<file path="config.mk">
export PLATFORM = sky130hd
export DESIGN_NAME = tcse_timer_flat
export DESIGN_NICKNAME = d
export VERILOG_FILES = /design/src/core/tcse_pkg.sv /design/src/core/tcse_link_if.sv /design/src/core/tcse_prescale.sv /design/src/core/tcse_timer.sv /design/src/flat_wrapper.sv
export SDC_FILE = /design/constraint.sdc
export NUM_CORES = 1
export LEC_CHECK = 0
export BUFFER_PORTS_ARGS = -buffer_cell sky130_fd_sc_hd__buf_2
export CAP_MARGIN = 20
export CORE_UTILIZATION = 35
export CTS_BUF_LIST = sky130_fd_sc_hd__clkbuf_16
export CTS_CLUSTER_SIZE = 28
export DETAILED_ROUTE_END_ITERATION = 6
export GPL_ROUTABILITY_DRIVEN = 0
export PLACE_DENSITY = 0.55
export SYNTH_ARGS = -nofsm -noshare
export SYNTH_HDL_FRONTEND = slang
export SYNTH_SLANG_ARGS = --single-unit
</file>
<file path="constraint.sdc">
create_clock -name core_clk -period 3.59 [get_ports core_clk]
set_input_delay 0.1795 -clock core_clk [delete_from_list [all_inputs] [get_ports core_clk]]
set_output_delay 0.1795 -clock core_clk [all_outputs]
set_load 0.1 [all_outputs]
</file>
<file path="src/core/tcse_pkg.sv">
/*
  constants shared by the timer end, the port/event end and the link between them.
  assumes byte-wide register access over the link and one 100 MHz clock.
*/
package tcse_pkg;
   // register offsets
   localparam logic [5:0] OFS_CONTROL_A     = 6'h00;
   localparam logic [5:0] OFS_CONTROL_B     = 6'h01;
   localparam logic [5:0] OFS_CONTROL_D     = 6'h03;
   localparam logic [5:0] OFS_CONTROL_E_CLR = 6'h04;
   localparam logic [5:0] OFS_CONTROL_E_SET = 6'h05;
   localparam logic [5:0] OFS_BUFVALID_CLR  = 6'h06;
   localparam logic [5:0] OFS_BUFVALID_SET  = 6'h07;
   localparam logic [5:0] OFS_EVENT_CONTROL = 6'h09;
   localparam logic [5:0] OFS_INT_ENABLE    = 6'h0A;
   localparam logic [5:0] OFS_INT_FLAG      = 6'h0B;
   localparam logic [5:0] OFS_TEMP          = 6'h0F;
   localparam logic [5:0] OFS_COUNT         = 6'h20;
   localparam logic [5:0] OFS_PERIOD        = 6'h26;
   localparam logic [5:0] OFS_COMPARE0      = 6'h28;
   localparam logic [5:0] OFS_PERIOD_BUF    = 6'h36;
   localparam logic [5:0] OFS_COMPARE0_BUF  = 6'h38;
   // 16-bit register slots
   localparam int         W_COUNT = 0;
   localparam int         W_PER   = 1;
   localparam int         W_CMPV  = 2;
   localparam int         W_PBUF  = 5;
   localparam int         W_CBUF  = 6;
   localparam int         W_NUM   = 9;
   localparam logic [3:0] W_NONE  = 4'hF;
   // field positions
   localparam int A_ENABLE   = 0;
   localparam int A_PRESC    = 1;
   localparam int B_CMPEN    = 4;
   localparam int E_DIR      = 0;
   localparam int E_LOCK     = 1;
   localparam int E_CMD      = 2;
   localparam int EV_ENABLE  = 0;
   localparam int EV_ACT     = 1;
   localparam int F_WRAP     = 0;
   localparam int F_HIGH_UNF = 1;
   localparam int F_CMP      = 4;
   // codes
   localparam logic [1:0] CMD_UPDATE   = 2'h1;
   localparam logic [1:0] CMD_RESTART  = 2'h2;
   localparam logic [1:0] CMD_RESET    = 2'h3;
   localparam logic [2:0] EVENT_ACTION_SELECT_RISE   = 3'h0;
   localparam logic [2:0] EVENT_ACTION_SELECT_ANY    = 3'h1;
   localparam logic [2:0] EVENT_ACTION_SELECT_HIGH   = 3'h2;
   localparam logic [2:0] EVENT_ACTION_SELECT_UPDOWN = 3'h3;
   localparam logic [2:0] WAVE_NONE    = 3'h0;
   // host wishbone map (byte addresses)
   localparam logic [7:0] HOFS_ACCESS = 8'h00;
   localparam logic [7:0] HOFS_RDATA  = 8'h04;
   localparam logic [7:0] HOFS_PORT   = 8'h08;
   localparam logic [7:0] HOFS_EVSTAT = 8'h0C;
   localparam int         H_ACC_READ  = 16;
   localparam int         H_ACC_ADDR  = 8;
   localparam int         H_PORT_DIR  = 8;
   localparam int         H_PORT_INV  = 16;
   localparam int         H_EV_IRQ    = 8;
   localparam logic [31:0] RESET_WORD = 32'h0000_0000;
endpackage

</file>
<file path="src/core/tcse_link_if.sv">
/*
  link between the timer end and the port/event end.
  assumes both ends run on core_clk; no clocking block.
*/
`timescale 1ns/100ps
interface tcse_link_if;
   logic       reg_sel;
   logic       reg_we;
   logic [5:0] reg_addr;
   logic [7:0] reg_wdata;
   logic [7:0] reg_rdata;
   logic [5:0] pin_inv;
   logic       ev_in;
   logic [5:0] wave_pin;
   logic [5:0] wave_ovr;
   logic       ev_wrap;
   logic       ev_high_unf;
   logic [2:0] ev_cmp;
   modport dev  (input reg_sel, reg_we, reg_addr, reg_wdata, pin_inv, ev_in,
                 output reg_rdata, wave_pin, wave_ovr, ev_wrap, ev_high_unf, ev_cmp);
   modport host (output reg_sel, reg_we, reg_addr, reg_wdata, pin_inv, ev_in,
                 input reg_rdata, wave_pin, wave_ovr, ev_wrap, ev_high_unf, ev_cmp);
endinterface

</file>
<file path="src/core/tcse_prescale.sv">
/*
  prescaler: one-cycle count enable at core_clk divided by 1..1024.
  assumes run low holds the divider at zero.
*/
`timescale 1ns/100ps
module tcse_prescale (
   // clock and reset
   input  wire logic       core_clk,
   input  wire logic       sys_rst,
   // control
   input  wire logic       run,
   input  wire logic [2:0] presc_sel,
   // enable out
   output logic            tick
);
   import tcse_pkg::*;
   logic [9:0] div_ff, nxt_div;
   logic       tick_ff, nxt_tick;
   logic [9:0] mask;

   always_comb begin
      case (presc_sel)
         3'h0:    mask = 10'h000;
         3'h1:    mask = 10'h001;
         3'h2:    mask = 10'h003;
         3'h3:    mask = 10'h007;
         3'h4:    mask = 10'h00F;
         3'h5:    mask = 10'h03F;
         3'h6:    mask = 10'h0FF;
         default: mask = 10'h3FF;
      endcase
      nxt_div  = run ? div_ff + 10'h001 : 10'h000;
      nxt_tick = run && ((div_ff & mask) == mask);
   end

   always_ff @(posedge core_clk) begin
      if (sys_rst) begin
         div_ff  <= 10'h000;
         tick_ff <= 1'b0;
      end else begin
         div_ff  <= nxt_div;
         tick_ff <= nxt_tick;
      end
   end

   assign tick = tick_ff;
endmodule

</file>
<file path="src/core/tcse_timer.sv">
/*
  timer end: 16-bit counter with three compare channels, split mode,
  commands, event in/out and pin override values.
  assumes the port end sends byte register accesses and a synchronised event level.
*/
`timescale 1ns/100ps
module tcse_timer (
   // clock and reset
   input  wire logic core_clk,
   input  wire logic sys_rst,
   // link to port and event logic
   tcse_link_if.dev  link,
   // interrupt request
   output logic      irq_o
);
   import tcse_pkg::*;

   logic [3:0]  ctla_ff, nxt_ctla;
   logic [6:0]  ctlb_ff, nxt_ctlb;
   logic        split_ff, nxt_split;
   logic [1:0]  ctle_ff, nxt_ctle;
   logic [3:0]  bv_ff, nxt_bv;
   logic [3:0]  evc_ff, nxt_evc;
   logic [6:0]  ien_ff, nxt_ien;
   logic [6:0]  flag_ff, nxt_flag;
   logic [7:0]  temp_ff, nxt_temp;
   logic [7:0]  rdata_ff, nxt_rdata;
   logic [15:0] w_ff [W_NUM];
   logic [15:0] nxt_w [W_NUM];
   logic [5:0]  wave_ff, nxt_wave;
   logic [5:0]  pin_ff, nxt_pin;
   logic [5:0]  ovr_ff, nxt_ovr;
   logic [4:0]  evo_ff, nxt_evo;
   logic        ev_now_ff, ev_old_ff;
   logic        irq_ff, nxt_irq;
   logic        tick;

   tcse_prescale u_presc (
      .core_clk  (core_clk),
      .sys_rst   (sys_rst),
      .run       (ctla_ff[A_ENABLE]),
      .presc_sel (ctla_ff[A_PRESC +: 3]),
      .tick      (tick)
   );

   function automatic logic [3:0] word_slot(input logic [5:0] a);
      case (a[5:1])
         OFS_COUNT[5:1]:               word_slot = 4'(W_COUNT);
         OFS_PERIOD[5:1]:              word_slot = 4'(W_PER);
         OFS_COMPARE0[5:1]:            word_slot = 4'(W_CMPV);
         OFS_COMPARE0[5:1] + 5'h01:    word_slot = 4'(W_CMPV + 1);
         OFS_COMPARE0[5:1] + 5'h02:    word_slot = 4'(W_CMPV + 2);
         OFS_PERIOD_BUF[5:1]:          word_slot = 4'(W_PBUF);
         OFS_COMPARE0_BUF[5:1]:        word_slot = 4'(W_CBUF);
         OFS_COMPARE0_BUF[5:1] + 5'h01: word_slot = 4'(W_CBUF + 1);
         OFS_COMPARE0_BUF[5:1] + 5'h02: word_slot = 4'(W_CBUF + 2);
         default:                      word_slot = W_NONE;
      endcase
   endfunction

   always_comb begin
      logic [6:0] set_f;
      logic [6:0] clr_f;
      logic       step;
      logic       down;
      logic       wrap;
      logic       upd;
      logic       wen;
      logic       ren;
      logic [1:0] cmd;
      logic [3:0] slot;
      set_f = 7'h00;
      clr_f = 7'h00;
      wrap  = 1'b0;
      wen   = link.reg_sel & link.reg_we;
      ren   = link.reg_sel & ~link.reg_we;
      slot  = word_slot(link.reg_addr);
      cmd   = (wen && link.reg_addr == OFS_CONTROL_E_SET) ? link.reg_wdata[E_CMD +: 2] : 2'h0;
      upd   = (cmd == CMD_UPDATE);
      nxt_ctla  = ctla_ff;
      nxt_ctlb  = ctlb_ff;
      nxt_split = split_ff;
      nxt_ctle  = ctle_ff;
      nxt_bv    = bv_ff;
      nxt_evc   = evc_ff;
      nxt_ien   = ien_ff;
      nxt_temp  = temp_ff;
      nxt_rdata = rdata_ff;
      nxt_wave  = wave_ff;
      nxt_w     = w_ff;
      // count source; edge actions replace the prescaler
      step = tick;
      down = ctle_ff[E_DIR];
      if (evc_ff[EV_ENABLE] && !split_ff) begin
         case (evc_ff[EV_ACT +: 3])
            EVENT_ACTION_SELECT_RISE:   step = ev_now_ff & ~ev_old_ff;
            EVENT_ACTION_SELECT_ANY:    step = ev_now_ff ^ ev_old_ff;
            EVENT_ACTION_SELECT_HIGH:   step = tick & ev_now_ff;
            EVENT_ACTION_SELECT_UPDOWN: begin
               down = ev_now_ff;
               nxt_ctle[E_DIR] = ev_now_ff;
            end
            default:      step = tick;
         endcase
      end
      step = step & ctla_ff[A_ENABLE];
      if (step && split_ff) begin
         for (int h = 0; h < 2; h++) begin
            for (int c = 0; c < 3; c++) begin
               if (w_ff[W_COUNT][h*8 +: 8] == w_ff[W_CMPV + c][h*8 +: 8]) begin
                  nxt_wave[h*3 + c] = 1'b1;
                  if (h == 0) set_f[F_CMP + c] = 1'b1;
               end
            end
            // bottom clear after the match keeps the top duty below one
            if (w_ff[W_COUNT][h*8 +: 8] == 8'h00) begin
               nxt_w[W_COUNT][h*8 +: 8] = w_ff[W_PER][h*8 +: 8];
               nxt_wave[h*3 +: 3]       = 3'b000;
               set_f[h]                 = 1'b1;
            end else begin
               nxt_w[W_COUNT][h*8 +: 8] = w_ff[W_COUNT][h*8 +: 8] - 8'h01;
            end
         end
      end else if (step) begin
         wrap = down ? (w_ff[W_COUNT] == 16'h0000) : (w_ff[W_COUNT] == w_ff[W_PER]);
         if (down) nxt_w[W_COUNT] = wrap ? w_ff[W_PER] : w_ff[W_COUNT] - 16'h0001;
         else nxt_w[W_COUNT] = wrap ? 16'h0000 : w_ff[W_COUNT] + 16'h0001;
         if (wrap) begin
            set_f[F_WRAP] = 1'b1;
            nxt_wave[2:0] = 3'b111;
            upd           = upd | ~ctle_ff[E_LOCK];
         end
         for (int c = 0; c < 3; c++) begin
            if (w_ff[W_COUNT] == w_ff[W_CMPV + c]) set_f[F_CMP + c] = 1'b1;
            if (nxt_w[W_COUNT] == w_ff[W_CMPV + c]) nxt_wave[c] = 1'b0;
         end
      end
      if (upd && !split_ff) begin
         if (bv_ff[0]) nxt_w[W_PER] = w_ff[W_PBUF];
         for (int c = 0; c < 3; c++) begin
            if (bv_ff[c + 1]) nxt_w[W_CMPV + c] = w_ff[W_CBUF + c];
         end
         nxt_bv = 4'h0;
      end
      if (wen) begin
         case (link.reg_addr)
            OFS_CONTROL_A:     nxt_ctla  = link.reg_wdata[3:0];
            OFS_CONTROL_B:     nxt_ctlb  = link.reg_wdata[6:0];
            OFS_CONTROL_D:     nxt_split = link.reg_wdata[0];
            OFS_CONTROL_E_CLR: nxt_ctle  = ctle_ff & ~link.reg_wdata[1:0];
            OFS_CONTROL_E_SET: nxt_ctle  = ctle_ff | link.reg_wdata[1:0];
            OFS_BUFVALID_CLR:  nxt_bv    = bv_ff & ~link.reg_wdata[3:0];
            OFS_BUFVALID_SET:  nxt_bv    = bv_ff | link.reg_wdata[3:0];
            OFS_EVENT_CONTROL: nxt_evc   = link.reg_wdata[3:0];
            OFS_INT_ENABLE:    nxt_ien   = link.reg_wdata[6:0];
            OFS_INT_FLAG:      clr_f     = link.reg_wdata[6:0];
            OFS_TEMP:          nxt_temp  = link.reg_wdata;
            default: begin
               if (slot != W_NONE) begin
                  if (split_ff) begin
                     nxt_w[slot][link.reg_addr[0]*8 +: 8] = link.reg_wdata;
                  end else if (!link.reg_addr[0]) begin
                     nxt_temp = link.reg_wdata;
                  end else begin
                     nxt_w[slot] = {link.reg_wdata, temp_ff};
                  end
                  if (slot >= 4'(W_PBUF) && (split_ff || link.reg_addr[0])) begin
                     nxt_bv[2'(slot - 4'(W_PBUF))] = 1'b1;
                  end
               end
            end
         endcase
      end
      if (cmd == CMD_RESTART) begin
         nxt_w[W_COUNT]  = 16'h0000;
         nxt_ctle[E_DIR] = 1'b0;
         nxt_wave        = 6'h00;
      end
      // hardware set wins over a same-cycle clear
      nxt_flag = (flag_ff & ~clr_f) | set_f;
      nxt_evo  = {set_f[F_CMP +: 3], set_f[F_HIGH_UNF], set_f[F_WRAP]};
      if (cmd == CMD_RESET && !ctla_ff[A_ENABLE]) begin
         nxt_ctla  = 4'h0;
         nxt_ctlb  = 7'h00;
         nxt_split = 1'b0;
         nxt_ctle  = 2'h0;
         nxt_bv    = 4'h0;
         nxt_evc   = 4'h0;
         nxt_ien   = 7'h00;
         nxt_flag  = 7'h00;
         nxt_temp  = 8'h00;
         nxt_wave  = 6'h00;
         for (int i = 0; i < W_NUM; i++) nxt_w[i] = 16'h0000;
      end
      if (ren) begin
         case (link.reg_addr)
            OFS_CONTROL_A:     nxt_rdata = {4'h0, ctla_ff};
            OFS_CONTROL_B:     nxt_rdata = {1'b0, ctlb_ff};
            OFS_CONTROL_D:     nxt_rdata = {7'h00, split_ff};
            OFS_CONTROL_E_CLR,
            OFS_CONTROL_E_SET: nxt_rdata = {6'h00, ctle_ff};
            OFS_BUFVALID_CLR,
            OFS_BUFVALID_SET:  nxt_rdata = {4'h0, bv_ff};
            OFS_EVENT_CONTROL: nxt_rdata = {4'h0, evc_ff};
            OFS_INT_ENABLE:    nxt_rdata = {1'b0, ien_ff};
            OFS_INT_FLAG:      nxt_rdata = {1'b0, flag_ff};
            OFS_TEMP:          nxt_rdata = temp_ff;
            default: begin
               if (slot == W_NONE) begin
                  nxt_rdata = 8'h00;
               end else if (split_ff) begin
                  nxt_rdata = w_ff[slot][link.reg_addr[0]*8 +: 8];
               end else if (!link.reg_addr[0]) begin
                  nxt_rdata = w_ff[slot][7:0];
                  nxt_temp  = w_ff[slot][15:8];
               end else begin
                  nxt_rdata = temp_ff;
               end
            end
         endcase
      end
      // override: split drives six pins, normal three with a wave mode
      nxt_ovr = split_ff ? {ctlb_ff[B_CMPEN +: 3], ctlb_ff[2:0]}
                         : {3'b000, ctlb_ff[B_CMPEN +: 3] & {3{ctlb_ff[2:0] != WAVE_NONE}}};
      nxt_pin = wave_ff ^ link.pin_inv;
      nxt_irq = |(flag_ff & ien_ff);
   end

   always_ff @(posedge core_clk) begin
      if (sys_rst) begin
         ctla_ff   <= 4'h0;
         ctlb_ff   <= 7'h00;
         split_ff  <= 1'b0;
         ctle_ff   <= 2'h0;
         bv_ff     <= 4'h0;
         evc_ff    <= 4'h0;
         ien_ff    <= 7'h00;
         flag_ff   <= 7'h00;
         temp_ff   <= 8'h00;
         rdata_ff  <= 8'h00;
         wave_ff   <= 6'h00;
         pin_ff    <= 6'h00;
         ovr_ff    <= 6'h00;
         evo_ff    <= 5'h00;
         ev_now_ff <= 1'b0;
         ev_old_ff <= 1'b0;
         irq_ff    <= 1'b0;
         for (int i = 0; i < W_NUM; i++) w_ff[i] <= 16'h0000;
      end else begin
         ctla_ff   <= nxt_ctla;
         ctlb_ff   <= nxt_ctlb;
         split_ff  <= nxt_split;
         ctle_ff   <= nxt_ctle;
         bv_ff     <= nxt_bv;
         evc_ff    <= nxt_evc;
         ien_ff    <= nxt_ien;
         flag_ff   <= nxt_flag;
         temp_ff   <= nxt_temp;
         rdata_ff  <= nxt_rdata;
         wave_ff   <= nxt_wave;
         pin_ff    <= nxt_pin;
         ovr_ff    <= nxt_ovr;
         evo_ff    <= nxt_evo;
         ev_now_ff <= link.ev_in;
         ev_old_ff <= ev_now_ff;
         irq_ff    <= nxt_irq;
         w_ff      <= nxt_w;
      end
   end

   assign link.reg_rdata   = rdata_ff;
   assign link.wave_pin    = pin_ff;
   assign link.wave_ovr    = ovr_ff;
   assign link.ev_wrap     = evo_ff[0];
   assign link.ev_high_unf = evo_ff[1];
   assign link.ev_cmp      = evo_ff[4:2];
   assign irq_o            = irq_ff;
endmodule

</file>
<file path="src/flat_wrapper.sv">
// flat-port wrapper written by rule: the top's interface ports become plain ports
module tcse_timer_flat import tcse_pkg::*;
  (core_clk, sys_rst, irq_o, link_reg_sel, link_reg_we, link_reg_addr, link_reg_wdata, link_pin_inv, link_ev_in, link_reg_rdata, link_wave_pin, link_wave_ovr, link_ev_wrap, link_ev_high_unf, link_ev_cmp);
  tcse_link_if link_i ();
  input  wire logic core_clk;
  input  wire logic sys_rst;
  output logic irq_o;
  input wire logic [$bits(link_i.reg_sel)-1:0] link_reg_sel;
  input wire logic [$bits(link_i.reg_we)-1:0] link_reg_we;
  input wire logic [$bits(link_i.reg_addr)-1:0] link_reg_addr;
  input wire logic [$bits(link_i.reg_wdata)-1:0] link_reg_wdata;
  input wire logic [$bits(link_i.pin_inv)-1:0] link_pin_inv;
  input wire logic [$bits(link_i.ev_in)-1:0] link_ev_in;
  output wire logic [$bits(link_i.reg_rdata)-1:0] link_reg_rdata;
  output wire logic [$bits(link_i.wave_pin)-1:0] link_wave_pin;
  output wire logic [$bits(link_i.wave_ovr)-1:0] link_wave_ovr;
  output wire logic [$bits(link_i.ev_wrap)-1:0] link_ev_wrap;
  output wire logic [$bits(link_i.ev_high_unf)-1:0] link_ev_high_unf;
  output wire logic [$bits(link_i.ev_cmp)-1:0] link_ev_cmp;
  assign link_i.reg_sel = link_reg_sel;
  assign link_i.reg_we = link_reg_we;
  assign link_i.reg_addr = link_reg_addr;
  assign link_i.reg_wdata = link_reg_wdata;
  assign link_i.pin_inv = link_pin_inv;
  assign link_i.ev_in = link_ev_in;
  assign link_reg_rdata = link_i.reg_rdata;
  assign link_wave_pin = link_i.wave_pin;
  assign link_wave_ovr = link_i.wave_ovr;
  assign link_ev_wrap = link_i.ev_wrap;
  assign link_ev_high_unf = link_i.ev_high_unf;
  assign link_ev_cmp = link_i.ev_cmp;
  tcse_timer u_core (.core_clk(core_clk), .sys_rst(sys_rst), .link(link_i), .irq_o(irq_o));
endmodule
</file>
==> results.toml <==
[outcome]
status = "complete, but fails checks"
violations = "DRC"

[timing]
final_hold_viol_count = 0
finalSetupViolations = 0
period_minus_slack_ns = 3.40
rsz0062_at_grt = "false"
fin_tns_setup_ns = 0
fmax_mhz = 294
slew_violations = 0
period_share_pct = 94.8
slew_headroom_pct = 28.3
tightest_slew_ns = 1.08
finClkSkew_ns = 0.0216

[clock_tree]
cts-root-buf = "clkbuf_16"
path_clk_slew_ns = 0.07
clock-sinks = 233
cts_setup_buffers = 0
numCtsBuffers = 27
cts_tree = "yes"
htreeDepth = 1
clockBufferDepth = 3
clock_latency_ns = 0.57

[yosys]
synthArstFlopShare_pct = 0
synth_area_mm2 = 0.0145
post_synth_inst_count = 1840
synth_top_cell_by_area = "dfxtp_1"
synthTopCellsByArea = "dfxtp_1 (32%), mux2i_1 (7.5%), nand2_1 (5.6%)"
synth_nets = 1875
synth_edf_count = 0
ys_ff_latch = 233
synth_top_area_share_pct = 32.2
syn_area_per_cell_um2 = 7.88
synth-warning-count = 0
synth.distinct_cells = 83
yosysSeqAreaShare_pct = 32.2
synth_ff_type = "dfxtp_1"

[power]
seqPwrFrac_pct = 44.4
pwr-share-comb_pct = 10.4
p_clk_share_pct = 45.1
peakVddDrop_mv = 0.277
power.density_mw_per_mm2 = 361
p_int_uw = 4260
sw_frac_of_total_pct = 27.9
power_switching_uw = 1650
leakagePower_uw = 0.00651

[global_routing]
grt_pass1_vias = 13998
grt_usage_pct = 28.6
grt_max_degree = 162
grt_pass1_wl_mm = 91.3
antenna_found_initial = 0
grt-ovfl-total = 0

[finish]
num-fill-cells = 4186
regArea_mm2 = 0.00467
fin_area_mm2 = 0.0164
multi_input_area_mm2 = 0.00916
num_antenna_cells = 0
final_layout_size_suffix_gt1_share_pct = 11.7
nNetsFinal = 1901
syn2layout_area_growth_pct = 12.9

[critical_path]
worst_path_max_delay_cell = "o32ai_1"
cp_num_buf_inv = 1
ff2ff_setup_slack_ns = 0.19
cp.arrival_ns = 3.84
worstPathMaxFanout = 7
required_ns = 4.03
cpPeakStageDelay_ns = 0.87
critical_path_class = "flop to flop"
cp_top_family = "compound AO/OA/AOI/OAI gates"
worstSetupStartpointType = "flop"
critical_path.cell_chain = "or3b_1, o21ai_1, nand2_2, buf_4, o32ai_1, xor2_1, nor4_1, a31oi_1"
end_kind = "flop"

[drt]
firstDrtPassIters = 7
drc_errors = 3
viasPerCell = 6.23
post_drt_wl_per_cell_um = 25.3
antenna_left = 0
vias = 15062
drt-initial-drc-count = 1791
wl_mm = 61.0

[floorplan]
core-area_mm2 = 0.0408
dieHeight_um = 205
die_area_mm2 = 0.0422
fp.dieW_um = 205
initial_core_util_pct = 35.5
ios = 51
rows = 74

[worst_hold_path]
hold_path.class = "input port to flop"

[placed_design]
dp_hpwl_mm = 44.1
dpl-instance-area_mm2 = 0.0155
portBuffers = 50

[flow_run]
drv_cap = 0
## synth_stat cells, drive strengths merged, types with 12 or more instances
master and count:
o21ai 36, nor2 209, dfxtp 233, a21oi 119, a22oi 17, nand3 69, and3 30, xor2 61
a221oi 50, nor4 30, o211ai 22, a211oi 54, nand4 19, o22ai 38, inv 21, nor3 78
and2 12, clkbuf 98, a31oi 27, mux2i 108, nand2 223, buf 46, xnor2 72
## final cells by class
cell class / count / area share, %
Multi-Input combinational cell: 1441 / 56.0
Tap cell: 532 / 4.07
Sequential cell: 233 / 28.5
Clock buffer: 27 / 4.13
Clock inverter: 20 / 0.887
Timing Repair Buffer: 141 / 5.90
Inverter: 22 / 0.505
## power groups by stage
stage          clock, uW  combinational, uW  sequential, uW
3_5_place_dp           0                590            2680
6_report            2670                617            2620
2_1_floorplan          0                316            2740
5_1_grt             2790                645            2620
4_1_cts             2690                599            2620
3_3_place_gp           0                589            2680
## metrics by stage
step	std cells	util, %	hold WS [ns]	worst slack, ns	power (uW)
floorplan	1840	-	0.308	0.346	3050
global placement	2361	37.9	0.389	0.205	3270
detailed placement	2361	37.9	0.396	0.189	3270
CTS	2416	40.1	0.0789	0.278	5910
global route	2416	40.1	0.106	0.0339	6060
finish	2416	40.1	0.0961	0.187	5910
## metal layers
layer	wire, um	track usage [%]	vias to the layer above
met5	0	0	-
met4	3000	13.2	0
met2	26300	43.3	864
met3	6320	5.38	194
li1	-	-	6787
met1	25400	39.1	7217
## cells in the final DEF, fill, tap and decap left out, drive strengths merged, types with 12 or more instances in the layout
master  synthesis  routed
dfxtp         233     233
o21ai          36      36
a22oi          17      17
clkbuf         98      27
clkinv          1      12
xnor2          72      72
a31oi          27      27
nor2          209     209
nand3          69      69
xor2           61      61
nand2         223     223
buf            46     133
nor4           30      30
nor3           78      78
a211oi         54      54
o22ai          38      38
o211ai         22      22
mux2i         108     108
and2           12      12
and3           30      30
inv            21      26
nand4          19      19
a21oi         119     119
a221oi         50      50
## cells by family (layout without fill, tap and decap cells)
family / count (synthesis) / in the layout / synth area share (%)
and+or+nand+nor: 719 / 719 / 23.1
AOI/OAI and AO/OA: 468 / 468 / 23.1
DFF: 233 / 233 / 32.2
buffers and inverters: 166 / 210 / 4.88
xor gates and xnor gates: 133 / 133 / 8.04
muxes: 110 / 110 / 7.77
adders and majority gates: 11 / 11 / 0.933
## tightest hold or removal path, delay by kind of cell
kind,cells,cell delay [ns]
AO/OA/AOI/OAI,1,0.05
buffers and inverters,1,0.24
AND/OR/NAND/NOR,1,0.12
## timing repair
action	CTS	global route
hold endpoints to repair	9	0
hold buffers	8	0
gates resized for setup	0	1
endpoints found under the setup margin	0	1
## worst paths after layout
check | start | endpoint | depth (start not counted)
hold reg to reg | flop | flop | 2
setup reg to reg | u_core.evc_ff[0]$_SDFFE_PP0P_ | u_core.wave_ff[0]$_SDFFE_PP0P_ | 8
hold / removal | link_reg_wdata[7] | flop | 3
setup / recovery | u_core.evc_ff[0]$_SDFFE_PP0P_ | u_core.wave_ff[0]$_SDFFE_PP0P_ | 8
(Power assumes the default switching activity.)
